[src/hdl/drc_pkg.sv]
// Purpose: Shared constants and types for the sector-read command block
// Assumes: APB slave with 32-bit data, one aligned word per register
// Notes: All offsets, counts and interrupt reset values live here; drive select bits 1 and 0 are fixed in drc_read_cmd

package drc_pkg;

    // ************************************************************
    // Register map (byte addresses)
    // ************************************************************
    localparam logic [7:0] ADDR_MSR = 8'h00; // Main status, read only
    localparam logic [7:0] ADDR_DATA = 8'h04; // Command in, data and result out
    localparam logic [7:0] ADDR_ISR = 8'h08; // Sticky events, write one to clear
    localparam logic [7:0] ADDR_IMR = 8'h0C; // Event mask, same layout
    localparam logic [7:0] ADDR_PHASE = 8'h10; // Current phase code, read only

    // ************************************************************
    // Main status bit positions
    // ************************************************************
    localparam int MSR_RQM_BIT = 7; // Request for master
    localparam int MSR_DIO_BIT = 6; // Direction: 1 means controller to host
    localparam int MSR_EXEC_BIT = 5; // Execution phase in progress
    localparam int MSR_BUSY_BIT = 4; // Command in progress

    // ************************************************************
    // Opcode layout
    // ************************************************************
    localparam int OP_MT_BIT = 7; // Multi-track flag
    localparam int OP_DD_BIT = 6; // Double-density flag
    localparam int OP_SK_BIT = 5; // Skip mismatched mark flag
    localparam logic [4:0] OP_LOW_READ = 5'h06; // Normal sector read
    localparam logic [4:0] OP_LOW_DEL = 5'h0C; // Deleted-data read
    localparam int SEL_HEAD_BIT = 2; // Head select in second byte

    // ************************************************************
    // Phase lengths
    // ************************************************************
    localparam logic [3:0] CMD_BYTES = 4'h9; // Opcode plus eight parameters
    localparam logic [3:0] RES_BYTES = 4'h7; // Three status bytes plus C H R N

    // ************************************************************
    // Interrupt events
    // ************************************************************
    localparam int EV_RESULT = 0; // Result phase entered
    localparam int EV_BYTE = 1; // Sector byte waiting for the host
    localparam int EV_FOREIGN = 2; // Opcode handed to the general decoder
    localparam int EV_W = 3;
    localparam logic [EV_W-1:0] ISR_RESET = 3'h0;
    localparam logic [EV_W-1:0] IMR_RESET = 3'h0;

    // Phases of one command
    typedef enum {PH_IDLE, PH_CMD, PH_EXEC, PH_LOAD, PH_RES} drc_phase_t;

    // Decoded command handed to the drive engine
    typedef struct packed {
        logic multiTrackFlag;
        logic doubleDensityFlag;
        logic skipMismatchedMarkFlag;
        logic deletedRead;
        logic headSelectBit;
        logic driveSelectHigh;
        logic driveSelectLow;
        logic [7:0] cylinder;
        logic [7:0] head;
        logic [7:0] record;
        logic [7:0] sizeCode;
        logic [7:0] lastSectorOnTrack;
        logic [7:0] gapLengthByte;
        logic [7:0] dataLengthByte;
    } drc_cmd_t;

    // One sector byte from the drive engine
    typedef struct packed {
        logic valid;
        logic [7:0] data;
        logic deletedMark;
    } drc_sec_t;

    // End of execution with its result bytes
    typedef struct packed {
        logic valid;
        logic [7:0] resultStatusZero;
        logic [7:0] resultStatusOne;
        logic [7:0] resultStatusTwo;
        logic [7:0] cylinder;
        logic [7:0] head;
        logic [7:0] record;
        logic [7:0] sizeCode;
    } drc_end_t;

endpackage : drc_pkg

[src/hdl/drc_byte_mem.sv]
// Purpose: Small byte store for the result phase
// Assumes: One port, write and read share the address
// Notes: Read data come out of a register, one cycle after the address

`timescale 1ns/1ps

module drc_byte_mem (
    // Clock and reset
    input wire logic ref_clk,
    input wire logic sys_rst,
    // Access port
    input wire logic wrEn,
    input wire logic [2:0] addr,
    input wire logic [7:0] wrData,
    output logic [7:0] rdData
);

    // ************************************************************
    // Storage
    // ************************************************************
    logic [7:0] mem_q [8]; // Eight byte cells
    logic [7:0] rdData_q; // Registered read word

    // Write port, no reset needed on the array
    always_ff @(posedge ref_clk) begin
        if (wrEn) begin
            mem_q[addr] <= wrData;
        end
    end

    // Registered read so the bus sees a stable byte
    always_ff @(posedge ref_clk) begin
        if (sys_rst) begin
            rdData_q <= 8'h00;
        end else begin
            rdData_q <= mem_q[addr];
        end
    end

    assign rdData = rdData_q;

endmodule : drc_byte_mem

[src/hdl/drc_irq.sv]
// Purpose: Sticky event flags, mask and level interrupt
// Assumes: Event pulses and software writes on the same clock
// Notes: A new event wins over a clear in the same cycle

`timescale 1ns/1ps

module drc_irq
    import drc_pkg::*;
(
    // Clock and reset
    input wire logic ref_clk,
    input wire logic sys_rst,
    // Events and software access
    input wire logic [EV_W-1:0] evIn,
    input wire logic clrWr,
    input wire logic maskWr,
    input wire logic [EV_W-1:0] wrData,
    // State seen by software and the pin
    output logic [EV_W-1:0] status,
    output logic [EV_W-1:0] mask,
    output logic irq
);

    // ************************************************************
    // State
    // ************************************************************
    logic [EV_W-1:0] status_q, status_d; // Sticky flags
    logic [EV_W-1:0] mask_q, mask_d; // Enable per flag
    logic irq_q, irq_d; // Registered level

    // Next values, set ORed in after the clear
    always_comb begin
        status_d = status_q;
        mask_d = mask_q;
        if (clrWr) begin
            status_d = status_q & ~wrData;
        end
        status_d = status_d | evIn;
        if (maskWr) begin
            mask_d = wrData;
        end
        // Follows the flags in the same cycle
        irq_d = |(status_d & mask_d);
    end

    // Register
    always_ff @(posedge ref_clk) begin
        if (sys_rst) begin
            status_q <= ISR_RESET;
            mask_q <= IMR_RESET;
            irq_q <= 1'b0;
        end else begin
            status_q <= status_d;
            mask_q <= mask_d;
            irq_q <= irq_d;
        end
    end

    assign status = status_q;
    assign mask = mask_q;
    assign irq = irq_q;

endmodule : drc_irq

[src/hdl/drc_read_cmd.sv]
// Purpose: Command decode and phase sequencing for the two sector reads
// Assumes: Drive engine and general decoder run on ref_clk
// Notes: Registers over APB; one byte holding stage toward the host
//
// Functional notes
// - Opcode bits 7..5 flags; low five select read
// - Execution moves sector bytes; results wait
// - Result: three status bytes, then sector ID
// - Skip flag drops sectors with mismatched mark
// - Phases run command, execution, result in order
//
// The address map and the APB register port are this design's own decisions.

`timescale 1ns/1ps

module drc_read_cmd
    import drc_pkg::*;
(
    // Clock and reset
    input wire logic ref_clk,
    input wire logic sys_rst,
    // APB slave
    input wire logic psel,
    input wire logic penable,
    input wire logic pwrite,
    input wire logic [7:0] paddr,
    input wire logic [31:0] pwdata,
    output logic [31:0] prdata,
    output logic pready,
    output logic pslverr,
    // Drive engine
    input wire drc_sec_t secIn,
    input wire drc_end_t endIn,
    output logic drvReady,
    output logic startRead,
    output drc_cmd_t cmdOut,
    // General command decoder
    output logic otherOpValid,
    output logic [7:0] otherOp,
    // Interrupt
    output logic irq
);

    // ************************************************************
    // Bus decode
    // ************************************************************
    logic access; // Access phase, first or later cycle
    logic wrDone; // Write takes effect this edge
    logic rdDone; // Read completes this edge
    logic mapped; // Address hits a register
    logic [7:0] wrByte; // Low byte of write data

    assign access = psel & penable;
    assign wrDone = access & pready & pwrite;
    assign rdDone = access & pready & ~pwrite;
    assign wrByte = pwdata[7:0];
    assign mapped = (paddr == ADDR_MSR) || (paddr == ADDR_DATA) || (paddr == ADDR_ISR)
                    || (paddr == ADDR_IMR) || (paddr == ADDR_PHASE);

    // ************************************************************
    // State
    // ************************************************************
    drc_phase_t phase_q, phase_d; // Command phase
    logic [3:0] cnt_q, cnt_d; // Byte index within a phase
    drc_cmd_t cmd_q, cmd_d; // Captured command
    drc_end_t end_q, end_d; // Latched completion
    logic endSeen_q, endSeen_d; // Drive engine has finished
    logic [7:0] hold_q, hold_d; // Sector byte for the host
    logic holdFull_q, holdFull_d; // Holding stage occupied
    logic drvReady_q, drvReady_d; // Drive may hand a byte
    logic startRead_q, startRead_d; // One-cycle start pulse
    logic otherOpValid_q, otherOpValid_d; // One-cycle hand-off pulse
    logic [7:0] otherOp_q, otherOp_d; // Opcode handed off
    logic [31:0] prdata_q, prdata_d; // Bus read word
    logic pready_q, pready_d; // Bus answer
    logic pslverr_q, pslverr_d; // Unmapped address answer
    logic [EV_W-1:0] ev; // Event pulses this cycle
    logic memWr; // Result byte store write
    logic [7:0] memWrData; // Result byte being stored
    logic [7:0] memRd; // Result byte at cnt_q
    logic [EV_W-1:0] isr; // Sticky flags
    logic [EV_W-1:0] imr; // Mask
    logic [7:0] msr; // Main status byte

    // ************************************************************
    // Main status byte
    // ************************************************************
    always_comb begin
        msr = 8'h00;
        // Host may write in idle and command, read when a byte waits
        msr[MSR_RQM_BIT] = (phase_q == PH_IDLE) || (phase_q == PH_CMD)
                           || (phase_q == PH_EXEC && holdFull_q)
                           || (phase_q == PH_RES);
        msr[MSR_DIO_BIT] = (phase_q == PH_EXEC) || (phase_q == PH_RES);
        msr[MSR_EXEC_BIT] = (phase_q == PH_EXEC);
        msr[MSR_BUSY_BIT] = (phase_q != PH_IDLE);
    end

    // ************************************************************
    // Result byte store: filled during load, read during result
    // ************************************************************
    always_comb begin
        memWr = (phase_q == PH_LOAD);
        // Fixed order of the seven result bytes
        case (cnt_q)
            4'h0: memWrData = end_q.resultStatusZero;
            4'h1: memWrData = end_q.resultStatusOne;
            4'h2: memWrData = end_q.resultStatusTwo;
            4'h3: memWrData = end_q.cylinder;
            4'h4: memWrData = end_q.head;
            4'h5: memWrData = end_q.record;
            4'h6: memWrData = end_q.sizeCode;
            default: memWrData = 8'h00;
        endcase
    end

    drc_byte_mem u_res_mem (
        .ref_clk(ref_clk),
        .sys_rst(sys_rst),
        .wrEn(memWr),
        .addr(cnt_q[2:0]),
        .wrData(memWrData),
        .rdData(memRd)
    );

    // ************************************************************
    // Phase sequencing, command capture and data path
    // ************************************************************
    always_comb begin
        phase_d = phase_q;
        cnt_d = cnt_q;
        cmd_d = cmd_q;
        end_d = end_q;
        endSeen_d = endSeen_q;
        hold_d = hold_q;
        holdFull_d = holdFull_q;
        startRead_d = 1'b0;
        otherOpValid_d = 1'b0;
        otherOp_d = otherOp_q;
        ev = '0;
        case (phase_q)
            // Waiting for an opcode
            PH_IDLE: begin
                if (wrDone && paddr == ADDR_DATA) begin
                    cmd_d.multiTrackFlag = wrByte[OP_MT_BIT];
                    cmd_d.doubleDensityFlag = wrByte[OP_DD_BIT];
                    cmd_d.skipMismatchedMarkFlag = wrByte[OP_SK_BIT];
                    cmd_d.deletedRead = (wrByte[4:0] == OP_LOW_DEL);
                    if (wrByte[4:0] == OP_LOW_READ || wrByte[4:0] == OP_LOW_DEL) begin
                        phase_d = PH_CMD;
                        cnt_d = 4'h1;
                    end else begin
                        // Not ours: no execution phase is started
                        otherOpValid_d = 1'b1;
                        otherOp_d = wrByte;
                        ev[EV_FOREIGN] = 1'b1;
                    end
                end
            end
            // Collecting the eight parameter bytes in order
            PH_CMD: begin
                if (wrDone && paddr == ADDR_DATA) begin
                    case (cnt_q)
                        4'h1: begin
                            // Upper five bits are the host's duty; ignored here
                            cmd_d.headSelectBit = wrByte[SEL_HEAD_BIT];
                            cmd_d.driveSelectHigh = wrByte[1];
                            cmd_d.driveSelectLow = wrByte[0];
                        end
                        4'h2: cmd_d.cylinder = wrByte;
                        4'h3: cmd_d.head = wrByte;
                        4'h4: cmd_d.record = wrByte;
                        4'h5: cmd_d.sizeCode = wrByte;
                        4'h6: cmd_d.lastSectorOnTrack = wrByte;
                        4'h7: cmd_d.gapLengthByte = wrByte;
                        4'h8: cmd_d.dataLengthByte = wrByte;
                        default: cmd_d = cmd_q;
                    endcase
                    if (cnt_q == CMD_BYTES - 4'h1) begin
                        phase_d = PH_EXEC;
                        cnt_d = 4'h0;
                        startRead_d = 1'b1;
                        endSeen_d = 1'b0;
                        holdFull_d = 1'b0; // Stale data never reach the host
                    end else begin
                        cnt_d = cnt_q + 4'h1;
                    end
                end
            end
            // Moving sector bytes from the drive to the host
            PH_EXEC: begin
                if (rdDone && paddr == ADDR_DATA) begin
                    holdFull_d = 1'b0;
                end
                if (secIn.valid && drvReady_q) begin
                    // Mismatched mark with skip set: byte is consumed, not shown
                    if (!(cmd_q.skipMismatchedMarkFlag
                          && (secIn.deletedMark != cmd_q.deletedRead))) begin
                        hold_d = secIn.data;
                        holdFull_d = 1'b1;
                        ev[EV_BYTE] = 1'b1;
                    end
                end
                if (endIn.valid && !endSeen_q) begin
                    end_d = endIn;
                    endSeen_d = 1'b1;
                end
                // Results only after the host has drained the last byte
                if (endSeen_q && !holdFull_q) begin
                    phase_d = PH_LOAD;
                    cnt_d = 4'h0;
                end
            end
            // Writing the seven result bytes into the store
            PH_LOAD: begin
                if (cnt_q == RES_BYTES - 4'h1) begin
                    phase_d = PH_RES;
                    cnt_d = 4'h0;
                    ev[EV_RESULT] = 1'b1;
                end else begin
                    cnt_d = cnt_q + 4'h1;
                end
            end
            // Host reads the result bytes one per data read
            PH_RES: begin
                if (rdDone && paddr == ADDR_DATA) begin
                    if (cnt_q == RES_BYTES - 4'h1) begin
                        phase_d = PH_IDLE;
                        cnt_d = 4'h0;
                    end else begin
                        cnt_d = cnt_q + 4'h1;
                    end
                end
            end
            default: begin
                phase_d = PH_IDLE;
                cnt_d = 4'h0;
            end
        endcase
        // Drive may offer a byte only while the stage is free
        drvReady_d = (phase_d == PH_EXEC) && !holdFull_d && !endSeen_d;
    end

    // ************************************************************
    // Bus answer: one wait state, read word captured on first access cycle
    // ************************************************************
    always_comb begin
        pready_d = access & ~pready_q;
        pslverr_d = access & ~pready_q & ~mapped;
        prdata_d = prdata_q;
        if (access && !pready_q) begin
            prdata_d = 32'h0000_0000;
            if (!pwrite) begin
                case (paddr)
                    ADDR_MSR: prdata_d[7:0] = msr;
                    ADDR_DATA: begin
                        if (phase_q == PH_RES) begin
                            prdata_d[7:0] = memRd;
                        end else if (phase_q == PH_EXEC && holdFull_q) begin
                            prdata_d[7:0] = hold_q;
                        end else begin
                            prdata_d[7:0] = 8'h00;
                        end
                    end
                    ADDR_ISR: prdata_d[EV_W-1:0] = isr;
                    ADDR_IMR: prdata_d[EV_W-1:0] = imr;
                    ADDR_PHASE: prdata_d[2:0] = 3'(phase_q);
                    default: prdata_d = 32'h0000_0000;
                endcase
            end
        end
    end

    // ************************************************************
    // Registers
    // ************************************************************
    always_ff @(posedge ref_clk) begin
        if (sys_rst) begin
            phase_q <= PH_IDLE;
            cnt_q <= 4'h0;
            cmd_q <= '0;
            end_q <= '0;
            endSeen_q <= 1'b0;
            hold_q <= 8'h00;
            holdFull_q <= 1'b0;
            drvReady_q <= 1'b0;
            startRead_q <= 1'b0;
            otherOpValid_q <= 1'b0;
            otherOp_q <= 8'h00;
            prdata_q <= 32'h0000_0000;
            pready_q <= 1'b0;
            pslverr_q <= 1'b0;
        end else begin
            phase_q <= phase_d;
            cnt_q <= cnt_d;
            cmd_q <= cmd_d;
            end_q <= end_d;
            endSeen_q <= endSeen_d;
            hold_q <= hold_d;
            holdFull_q <= holdFull_d;
            drvReady_q <= drvReady_d;
            startRead_q <= startRead_d;
            otherOpValid_q <= otherOpValid_d;
            otherOp_q <= otherOp_d;
            prdata_q <= prdata_d;
            pready_q <= pready_d;
            pslverr_q <= pslverr_d;
        end
    end

    // ************************************************************
    // Interrupt flags
    // ************************************************************
    drc_irq u_irq (
        .ref_clk(ref_clk),
        .sys_rst(sys_rst),
        .evIn(ev),
        .clrWr(wrDone && paddr == ADDR_ISR),
        .maskWr(wrDone && paddr == ADDR_IMR),
        .wrData(pwdata[EV_W-1:0]),
        .status(isr),
        .mask(imr),
        .irq(irq)
    );

    // Outputs straight from flops
    assign prdata = prdata_q;
    assign pready = pready_q;
    assign pslverr = pslverr_q;
    assign drvReady = drvReady_q;
    assign startRead = startRead_q;
    assign cmdOut = cmd_q;
    assign otherOpValid = otherOpValid_q;
    assign otherOp = otherOp_q;

endmodule : drc_read_cmd
[config.mk]
export PLATFORM = sky130hd
export DESIGN_NAME = drc_read_cmd
export DESIGN_NICKNAME = d
export VERILOG_FILES = /design/src/hdl/drc_pkg.sv /design/src/hdl/drc_byte_mem.sv /design/src/hdl/drc_irq.sv /design/src/hdl/drc_read_cmd.sv
export SDC_FILE = /design/constraint.sdc
export NUM_CORES = 1
export LEC_CHECK = 0
export ABC_AREA = 0
export ABC_CLOCK_PERIOD_IN_PS = 3400
export BUFFER_PORTS_ARGS = -buffer_cell sky130_fd_sc_hd__buf_2
export CAP_MARGIN = 40
export CORE_MARGIN = 5
export CORE_UTILIZATION = 44
export DETAILED_ROUTE_END_ITERATION = 12
export PLACE_DENSITY_LB_ADDON = 0.3
export SLEW_MARGIN = 20
export SYNTH_ARGS = -nofsm -noshare
export SYNTH_HDL_FRONTEND = slang
export SYNTH_SLANG_ARGS = --single-unit
[constraint.sdc]
create_clock -name ref_clk -period 3.4 [get_ports ref_clk]
set_input_delay 0.51 -clock ref_clk [delete_from_list [all_inputs] [get_ports ref_clk]]
set_output_delay 0.51 -clock ref_clk [all_outputs]
set_load 0.05 [all_outputs]
Yosys cells after proc, flatten, opt, wreduce, memory -nomap -nowiden
Memory sizes are Yosys's and may differ from the RTL's. A register that Yosys moved wholly into a read port is not among the register bits.
Index checks and enable logic that the tools add are counted.
{ "word_totals": {"reg_bits": 217, "latch_bits": 0, "ram_bits": 64, "rom_bits": 0, "inputBits": 112, "out_inout_bits": 109, "mem_count": 1} }
{ "classes": {"add_sub_neg": 1, "mul": 0, "div": 0, "n_lt_le_gt_ge": 0, "n_eq_ne": 29, "n_shift": 0, "muxes": 48, "bitwise_logic": 17, "reduce_logical": 46} }
{ "mem_list": {"columns": ["name", "words", "width", "rd", "rd_ports_with_merged_regs", "write_ports", "line_no", "text"], "rows": [
  ["u_res_mem.mem_q", 8, 8, 1, 1, 1, "drc_byte_mem.sv:21", "logic [7:0] mem_q [8];"]
]} }
{ "ops": {"columns": ["op", "count"], "rows": [
  ["32-bit two-way mux", 8],
  ["32-bit one-hot mux with 5 select lines", 1],
  ["32-bit by 3-bit == test with 1-bit output (second input constant)", 4],
  ["32-bit by 2-bit == test with 1-bit output (second input constant)", 3],
  ["32-bit zero test", 2],
  ["8-bit one-hot mux with 7 select lines", 1],
  ["3-bit AND reduction", 11],
  ["32-bit by 1-bit == test with 1-bit output (second input constant)", 1],
  ["32-bit by 4-bit == test with 1-bit output (second input constant)", 1],
  ["4-bit two-way mux", 8],
  ["32-bit nonzero test", 1],
  ["8-bit two-way mux", 3],
  ["4-bit one-hot mux with 5 select lines", 1],
  ["1-bit two-way mux", 19],
  ["4-bit by 3-bit == test with 1-bit output (second input constant)", 4],
  ["8-bit by 4-bit == test with 1-bit output (second input constant)", 2],
  ["1-bit logical AND", 12],
  ["3-bit one-hot mux with 4 select lines", 1],
  ["2-bit != test (second input constant)", 5],
  ["5-bit one-hot mux with 2 select lines", 1],
  ["1-bit logical OR", 9],
  ["4-bit by 2-bit == test with 1-bit output (second input constant)", 2],
  ["8-bit by 3-bit == test with 1-bit output (second input constant)", 1],
  ["8-bit by 5-bit == test with 1-bit output (second input constant)", 1],
  ["other kinds (20)", 39]
]} }

Depth between registers and ports, before layout
Gate-level depths: netlist (run 1).
{ "logic_depth": {"ltp_word": 11, "mapped_depth": 10, "mapped_depth_nobuf": 8} }

Hierarchy
A second synthesis (run 1) with hierarchy kept.
{ "hier_totals": {"hier_cells": 1028, "hier_area_um2": 10570.1} }
{ "modules_own_cells": {"columns": ["module", "instances", "cells_per_inst", "area_each_um2", "seq_area_each_um2"], "rows": [
  ["drc_read_cmd", 1, 848, 7532.2, 3723.6],
  ["drc_byte_mem", 1, 153, 2773.9, 2082.0],
  ["drc_irq", 1, 27, 264.0, 140.1]
]} }

Worst setup path after synthesis (run 1)
OpenSTA, ideal clock, no wires.
{ "synth_path": {"kind": "register to register", "start": "register cnt_q[0]", "end": "memory u_res_mem.mem_q[0][1], data pin", "arrival_ns": 2.583, "required_ns": 3.092, "path_slack_ns": 0.509, "stages_incl_launch_ff": 10, "n_path_buf": 4, "synth_period_minus_slack_ns": 2.891, "cell_sequence": "dfxtp_1 > clkbuf_1 > buf_1 > inv_1 > ha_1 > and2_1 > clkbuf_1 > clkbuf_1 > a222oi_1 > nand3_1"} }
{ "synth_via": {"elab_chain_len": 2, "elab_cells_between_ends": 8, "classes_between": "eq/ne (6); mux (1); reduce/logical (1)"} }
{ "synth_rtl": {"columns": ["element", "line_no", "text"], "rows": [
  ["start: declaration", "drc_read_cmd.sv:64", "logic [3:0] cnt_q, cnt_d;"],
  ["start signal: assignment", "drc_read_cmd.sv:295", "cnt_q <= cnt_d;"],
  ["4-bit by 3-bit == test with 1-bit output, or another cell as far along", "drc_read_cmd.sv:105", "case (cnt_q)"],
  ["8-bit one-hot mux with 7 select lines *", "drc_read_cmd.sv:105", null],
  ["net memWrData[1]", "drc_read_cmd.sv:79", "logic [7:0] memWrData;"],
  ["end: declaration", "drc_byte_mem.sv:21", null]
]} }
Mark *: on every way through the listed nets, which the timed path passes. The rest lies on a longest branch.

Worst setup path in the final report (run 1)
{ "layout_path": {"start": "register phase_q[20]", "end": "register drvReady_q (netlist: drvReady)"} }
{ "layout_via": {"elab_chain_len": 6, "elab_cells_between_ends": 21, "classes_between": "eq/ne (5); mux (11); reduce/logical (5)"} }
{ "layout_rtl": {"columns": ["element", "line_no", "text"], "rows": [
  ["start: declaration", "drc_read_cmd.sv:63", "drc_phase_t phase_q, phase_d;"],
  ["start signal: assignment", "drc_read_cmd.sv:294", "phase_q <= phase_d;"],
  ["branches (longest 5 deep; another with 32-bit by 3-bit == test with 1-bit output)", null, null],
  ["1-bit logical AND *", "drc_read_cmd.sv:241", "drvReady_d = (phase_d == PH_EXEC) && !holdFull_d && !endSeen_d;"],
  ["end signal: assignment", "drc_read_cmd.sv:301", "drvReady_q <= drvReady_d;"],
  ["end: declaration", "drc_read_cmd.sv:70", "logic drvReady_q, drvReady_d;"]
]} }
Mark *: on every way between the ends.
A chain may end at the register's enable or synchronous reset.

==> results of run 1 <==
## cell usage in the layout, fill, tap and decap left out, types with 3 or more instances in the layout
master | Yosys | layout
nor2_1 | 65 | 65
nand2_1 | 246 | 246
o21ai_0 | 12 | 12
a21oi_1 | 121 | 121
nand4_1 | 9 | 9
o22ai_1 | 14 | 14
clkbuf_16 | 0 | 29
a22oi_1 | 22 | 22
and3_1 | 3 | 3
inv_1 | 6 | 6
buf_2 | 9 | 171
nand3b_1 | 5 | 5
bufinv_16 | 0 | 3
nand2b_1 | 4 | 4
nor3_1 | 9 | 9
xor2_1 | 4 | 4
clkbuf_8 | 0 | 3
buf_4 | 24 | 26
nand3_1 | 14 | 14
nor4_1 | 11 | 10
mux4_2 | 10 | 10
dfxtp_1 | 201 | 201
ha_1 | 4 | 4
clkinv_2 | 0 | 7
mux2i_1 | 46 | 46
and2_1 | 14 | 14
a222oi_1 | 8 | 8
a32oi_1 | 7 | 7
conb_1 | 1 | 53
edfxtp_1 | 64 | 64
## how the worst min path moves through the flow
stage	end	from	slack, ps	cells after the start
2_1_floorplan	end_q[12]	end_q[12]	440	2
3_3_place_gp	cmdOut[28]	cmdOut[28]	440	2
3_5_place_dp	cmdOut[25]	cmdOut[25]	440	2
4_1_cts	end_q[50]	endIn[50]	200	3
5_1_grt	end_q[51]	endIn[51]	200	3
6_report	end_q[51]	endIn[51]	220	3
## per-layer routing
layer  share of wire (%)  up-vias  track usage [%]
met3                 8.0       47             3.04
met1                  43     3686             26.1
met5                   0        -                0
li1                    -     3897                -
met2                  46      328             31.9
met4                 2.5        0             5.65
## state kept, by name, indices dropped and copies added, names as in the netlist, 3 cells and up
| signal | count |
|---|---|
| prdata | 8 |
| u_res_mem.rdData | 8 |
| u_irq.mask | 3 |
| cnt_q | 4 |
| u_res_mem.mem_q | 64 |
| end_q | 56 |
| hold_q | 8 |
| otherOp | 8 |
| u_irq.status | 3 |
| phase_q | 32 |
| cmdOut | 63 |
## worst max-delay path: stages (launching register included)
cell	delay [ps]
dfxtp_1	300
nor4_1	310
nand4_1	380
nor4_2	570
and4_1	700
a31oi_1	150
and4_1	240
## logic make-up (layout without fill, tap and decap cells)
family	Yosys count	after routing	synth area share (%)
simple gates	396	396	16.8
compound gates	205	205	12.2
other cells	1	53	0.0368
mux	57	57	6.84
flops	265	265	58.4
buf+inv	104	252	4.90
xor+xnor	4	4	0.344
fa+ha+maj	4	4	0.491
## power groups by stage
stage                     Combinational, mW  Sequential [mW]  Clock, mW
after floorplan                       0.137             3.31          0
after global routing                  0.213             3.24       3.24
after CTS                             0.196             3.24       3.11
after global placement                0.196             3.31          0
after detailed placement              0.195             3.31          0
final                                 0.197             3.24       3.04
## metrics by stage
stage	cell area, um^2	cells	hold slack (ps)	util [%]	setup slack, ps
floorplan	10400	1088	436	-	509
global placement	11300	1473	436	49.9	455
detailed placement	11300	1473	442	49.9	428
CTS	12300	1521	198	54.0	624
global route	12300	1521	198	54.0	436
finish	12300	1521	221	54.0	644
## layout make-up
type	instances	area, um^2	share of cell area, %
timing repair buffer	198	1070	8.73
clock buffer	34	774	6.31
clock inverter	14	155	1.26
sequential	265	5950	48.5
tap	285	357	2.91
multi-input combinational	719	3940	32.1
inverter	6	22.5	0.184
==> flow_metrics.py, run 1 <==
metrics = {
    "status": {
        "status": "complete, no violations",
    },
    "cts": {
        "cts_sinks": 265,
        "cts_resized": 0,
        "htree_levels": 1,
        "clk_pin_slew_ps": 60,
        "root_buffer": "clkbuf_16",
        "ctsHoldBuffers": 0,
        "cts_buffers": 27,
        "clk_latency_ps": 520,
        "clockBufferDepth": 3,
        "post_cts_buffers": 0,
        "cts_tree": "yes",
    },
    "logic_synthesis": {
        "synth.distinct_cells": 57,
        "synth.cell_area_um2": 10200,
        "ys_top_cells_by_area": "dfxtp_1, edfxtp_1, nand2_1",
        "yosys.cell_count.top_type": "nand2_1",
        "synthFlopType": "dfxtp_1",
        "ys_ff_latch": 265,
        "yosysTopAreaCell": "dfxtp_1",
        "async_flop_share_pct": 0,
        "yosysSeqAreaShare_pct": 58.4,
        "synthCells": 1036,
        "yosysTopAreaCellShare_pct": 39.5,
        "ys_warn_count": 0,
        "syn_area_per_cell_um2": 9.83,
        "synthTopCellsByCount": "nand2_1, dfxtp_1, a21oi_1",
        "synth_edf_count": 64,
    },
    "placement": {
        "gp_congestion": 0.809,
        "hpwl_um": 17800,
        "numPortBuffers": 172,
    },
    "timing": {
        "finalCritPeriodShare_pct": 81.1,
        "setup_viol": 0,
        "slew_headroom_pct": 41.2,
        "tightest_slew_ps": 870,
        "tns_ps": 0,
        "hold_viol_final": 0,
        "finalCriticalPeriod_ps": 2760,
        "drv_slew": 0,
        "skew_ps": 14.3,
        "rsz0062_at_grt": "no",
        "maxClockFrequency_ghz": 0.363,
    },
    "setup_path": {
        "crit_path_end": "drvReady",
        "crit_required_ps": 3810,
        "cp-start-kind": "flip-flop",
        "worstReg2RegStart": "phase_q[20]",
        "path_max_fanout": 10,
        "crit_path_end_kind": "flip-flop",
        "worstPathArrival_ps": 3170,
        "path_class": "flip-flop to flip-flop",
        "r2r_slack_ps": 640,
        "timing.rr.end": "drvReady",
        "crit_path_start": "phase_q[20]",
        "reg2regPathDepth": 6,
    },
    "route": {
        "vias_per_cell": 5.23,
        "routed_wl_um": 25800,
        "vias": 7958,
        "first_pass_iters": 5,
        "antenna_left": 0,
        "drc": 0,
        "wl_per_cell_um": 16.9,
        "drt_iter0_markers": 597,
    },
    "global_route": {
        "grt_max_degree": 100,
        "grt_usage_pct": 19.2,
        "grt_pass1_vias": 7742,
        "grt-ovfl-total": 0,
        "antenna_found_initial": 0,
        "grt_first_pass_wirelength_um": 41300,
    },
    "floorplan": {
        "die_y_um": 162,
        "fp.coreArea_um2": 22700,
        "rows": 55,
        "dieArea_um2": 26300,
        "initial_core_util_pct": 44.8,
        "die_w_um": 162,
        "io_pins": 221,
    },
    "power_and_ir_drop": {
        "powerDensity_nw_per_um2": 528,
        "p_int_mw": 5.12,
        "power_frac_clock_pct": 47.0,
        "p_total_mw": 6.48,
        "power.switching_mw": 1.36,
        "seq_power_share_pct": 50.0,
        "p_comb_share_pct": 3.0,
        "swShare_pct": 21.0,
        "power.leakage_nw": 4.68,
        "ir_drop_v": 0.000289,
    },
    "cells_and_area": {
        "areaGrowthSynthToFinish_pct": 20.5,
        "fillers": 2005,
        "finalNetCount": 1333,
        "antennaDiodeCount": 0,
        "post_route_cells_drive_above_1_share_pct": 21.4,
    },
    "worst_hold_path": {
        "hold_path.class": "primary input to flip-flop",
    },
    "job": {
        "maxCapViolations": 0,
    },
}
(Power assumes the default switching activity.)
==> run 2: changes to the inputs <==
--- a/config.mk
+++ b/config.mk
@@ -6,7 +6,7 @@
 export NUM_CORES = 1
 export LEC_CHECK = 0
 export ABC_AREA = 0
-export ABC_CLOCK_PERIOD_IN_PS = 3400
+export ABC_CLOCK_PERIOD_IN_PS = 2900
 export BUFFER_PORTS_ARGS = -buffer_cell sky130_fd_sc_hd__buf_2
 export CAP_MARGIN = 40
 export CORE_MARGIN = 5
==> constraint.sdc (replaced) <==
create_clock -name ref_clk -period 2.9 [get_ports ref_clk]
set_input_delay 0.435 -clock ref_clk [delete_from_list [all_inputs] [get_ports ref_clk]]
set_output_delay 0.435 -clock ref_clk [all_outputs]
set_load 0.05 [all_outputs]
==> run 2 against run 1 <==
Effect of this change: hold slack worse by 71 ps; clock power up 9.2%; sequential power up 17%; worst setup slack worse by 260 ps; cell count up 0.92%; final area up 0.29%; fmax up 9.7%; total power up 13%; sequential cell count unchanged.
==> flow_metrics.py, run 2 (same netlist as run 1, synthesis figures left out) <==
metrics = {
    "power_and_ir_drop": {
        "power.switching_mw": 1.55,
        "powerDensity_nw_per_um2": 598,
        "p_comb_share_pct": 3.2,
        "power.leakage_nw": 4.71,
        "p_total_mw": 7.36,
        "ir_drop_v": 0.000424,
        "swShare_pct": 21.0,
        "p_int_mw": 5.81,
        "power_frac_clock_pct": 45.2,
        "seq_power_share_pct": 51.6,
    },
    "setup_path": {
        "crit_slowest_cell": "nor4_2",
        "critPathTopFamily": "simple AND/OR/NAND/NOR gates",
        "crit_path_end": "drvReady",
        "r2r_slack_ps": 390,
        "path_common_cell": "and4_1",
        "cp-start-kind": "flip-flop",
        "cp_num_cells": 7,
        "crit_path_start": "phase_q[20]",
        "reg2regPathDepth": 7,
        "cp.buffers_inverters": 1,
        "path_max_fanout": 10,
        "path_class": "flip-flop to flip-flop",
        "crit_chain": "nor4_1 -> nand4_1 -> nor4_2 -> and4_1 -> buf_4 -> a31oi_1 -> and4_1",
        "max_stage_delay_ps": 570,
        "crit_path_end_kind": "flip-flop",
        "timing.rr.end": "drvReady",
        "worstReg2RegStart": "phase_q[20]",
        "worstPathArrival_ps": 2920,
        "crit_required_ps": 3310,
    },
    "worst_hold_path": {
        "hold_path.startpoint": "endIn[49]",
        "hold_path.class": "primary input to flip-flop",
    },
    "route": {
        "drt_iter0_markers": 522,
        "routed_wl_um": 26000,
        "vias": 8055,
        "wl_per_cell_um": 16.9,
        "antenna_left": 0,
        "first_pass_iters": 5,
        "vias_per_cell": 5.25,
        "drc": 0,
    },
    "cells_and_area": {
        "final_cell_mix": "nand2_1, dfxtp_1, buf_2",
        "layout_commonest_cell": "nand2_1",
        "antennaDiodeCount": 0,
        "post_route_cells_drive_above_1_share_pct": 21.8,
        "final_cell_area_um2": 12300,
        "top_register": "u_res_mem.mem_q",
        "fillers": 2068,
        "finalNetCount": 1346,
        "areaGrowthSynthToFinish_pct": 20.8,
        "largest_reg_flops": 64,
    },
    "cts": {
        "ctsHoldBuffers": 0,
        "root_buffer": "clkbuf_16",
        "cts_buffers": 26,
        "cts_resized": 0,
        "clockBufferDepth": 3,
        "htree_levels": 1,
        "clk_latency_ps": 520,
        "cts_tree": "yes",
        "cts_sinks": 265,
        "post_cts_buffers": 0,
        "clk_pin_slew_ps": 60,
    },
    "floorplan": {
        "initial_core_util_pct": 44.8,
        "rows": 55,
        "die_w_um": 162,
        "dieArea_um2": 26300,
        "io_pins": 221,
        "fp.coreArea_um2": 22700,
        "die_y_um": 162,
    },
    "global_route": {
        "grt_usage_pct": 19.2,
        "grt_max_degree": 117,
        "grt_pass1_vias": 7724,
        "grt-ovfl-total": 0,
        "grt_first_pass_wirelength_um": 41000,
        "antenna_found_initial": 0,
    },
    "timing": {
        "slew_headroom_pct": 58.0,
        "finalCriticalPeriod_ps": 2510,
        "skew_ps": 5.76,
        "rsz0062_at_grt": "no",
        "tightest_slew_ps": 629,
        "setup_viol": 0,
        "maxClockFrequency_ghz": 0.398,
        "drv_slew": 0,
        "tns_ps": 0,
        "hold_viol_final": 0,
        "finalCritPeriodShare_pct": 86.6,
    },
    "placement": {
        "numPortBuffers": 172,
        "hpwl_um": 17900,
        "gp_congestion": 0.854,
        "place_area_um2": 11500,
    },
    "job": {
        "maxCapViolations": 0,
    },
    "status": {
        "status": "complete, no violations",
    },
}
-- run 2: changes by cell type in the layout (fill, tap and decap cells not counted), sizes merged --
cell / before / now
buf: 198 / 212
bufinv: 3 / 2
clkbuf: 34 / 38
clkinv: 7 / 6
inv: 8 / 6
-- run 2: power groups by stage --
stage               combinational [mW]  sequential (mW)  clock (mW)
finish                           0.233             3.80        3.32
global route                     0.250             3.80        3.55
CTS                              0.231             3.80        3.39
detailed placement               0.230             3.88           0
global placement                 0.232             3.88           0
floorplan                        0.160             3.88           0
-- run 2: final cells by class --
type | count | area (um^2) | area share (%)
clock inverter | 10 | 100 | 0.814
timing repair buffer | 212 | 1190 | 9.66
tap | 285 | 357 | 2.90
inverter | 6 | 22.5 | 0.183
clock buffer | 38 | 747 | 6.07
multi-input combinational | 719 | 3940 | 32.0
sequential | 265 | 5950 | 48.3
-- run 2: how the worst min path moves through the flow --
stage | endpoint | slack [ps] | cells past startpoint
after detailed placement | cmdOut[42] | 440 | 2
after CTS | end_q[49] | 130 | 3
after global routing | end_q[19] | 150 | 3
after floorplan | end_q[12] | 440 | 2
after global placement | cmdOut[28] | 440 | 2
final | end_q[49] | 150 | 3
-- run 2: per-layer routing --
metal  share of wire [%]  vias up  global-route usage, %
li1                    -     3920                      -
met1                  44     3774                   26.3
met2                  47      311                   31.1
met3                 7.0       50                   3.35
met4                 2.8        0                   6.34
met5                   0        -                      0
-- run 2: worst reg2reg max path, delay by kind of cell, from the launching register on --
family          cells  cell delay (ps)
buf+inv             1              230
flops               1              300
compound gates      1              100
simple gates        5             1790
-- run 2: per-stage QoR --
step	instances	utilization, %	hold WS (ps)	setup slack [ps]
3_5_place_dp	1487	50.4	443	99.6
2_1_floorplan	1088	-	436	8.81
5_1_grt	1535	54.2	152	216
3_3_place_gp	1487	50.4	435	110
4_1_cts	1535	54.2	129	386
6_report	1535	54.2	150	388
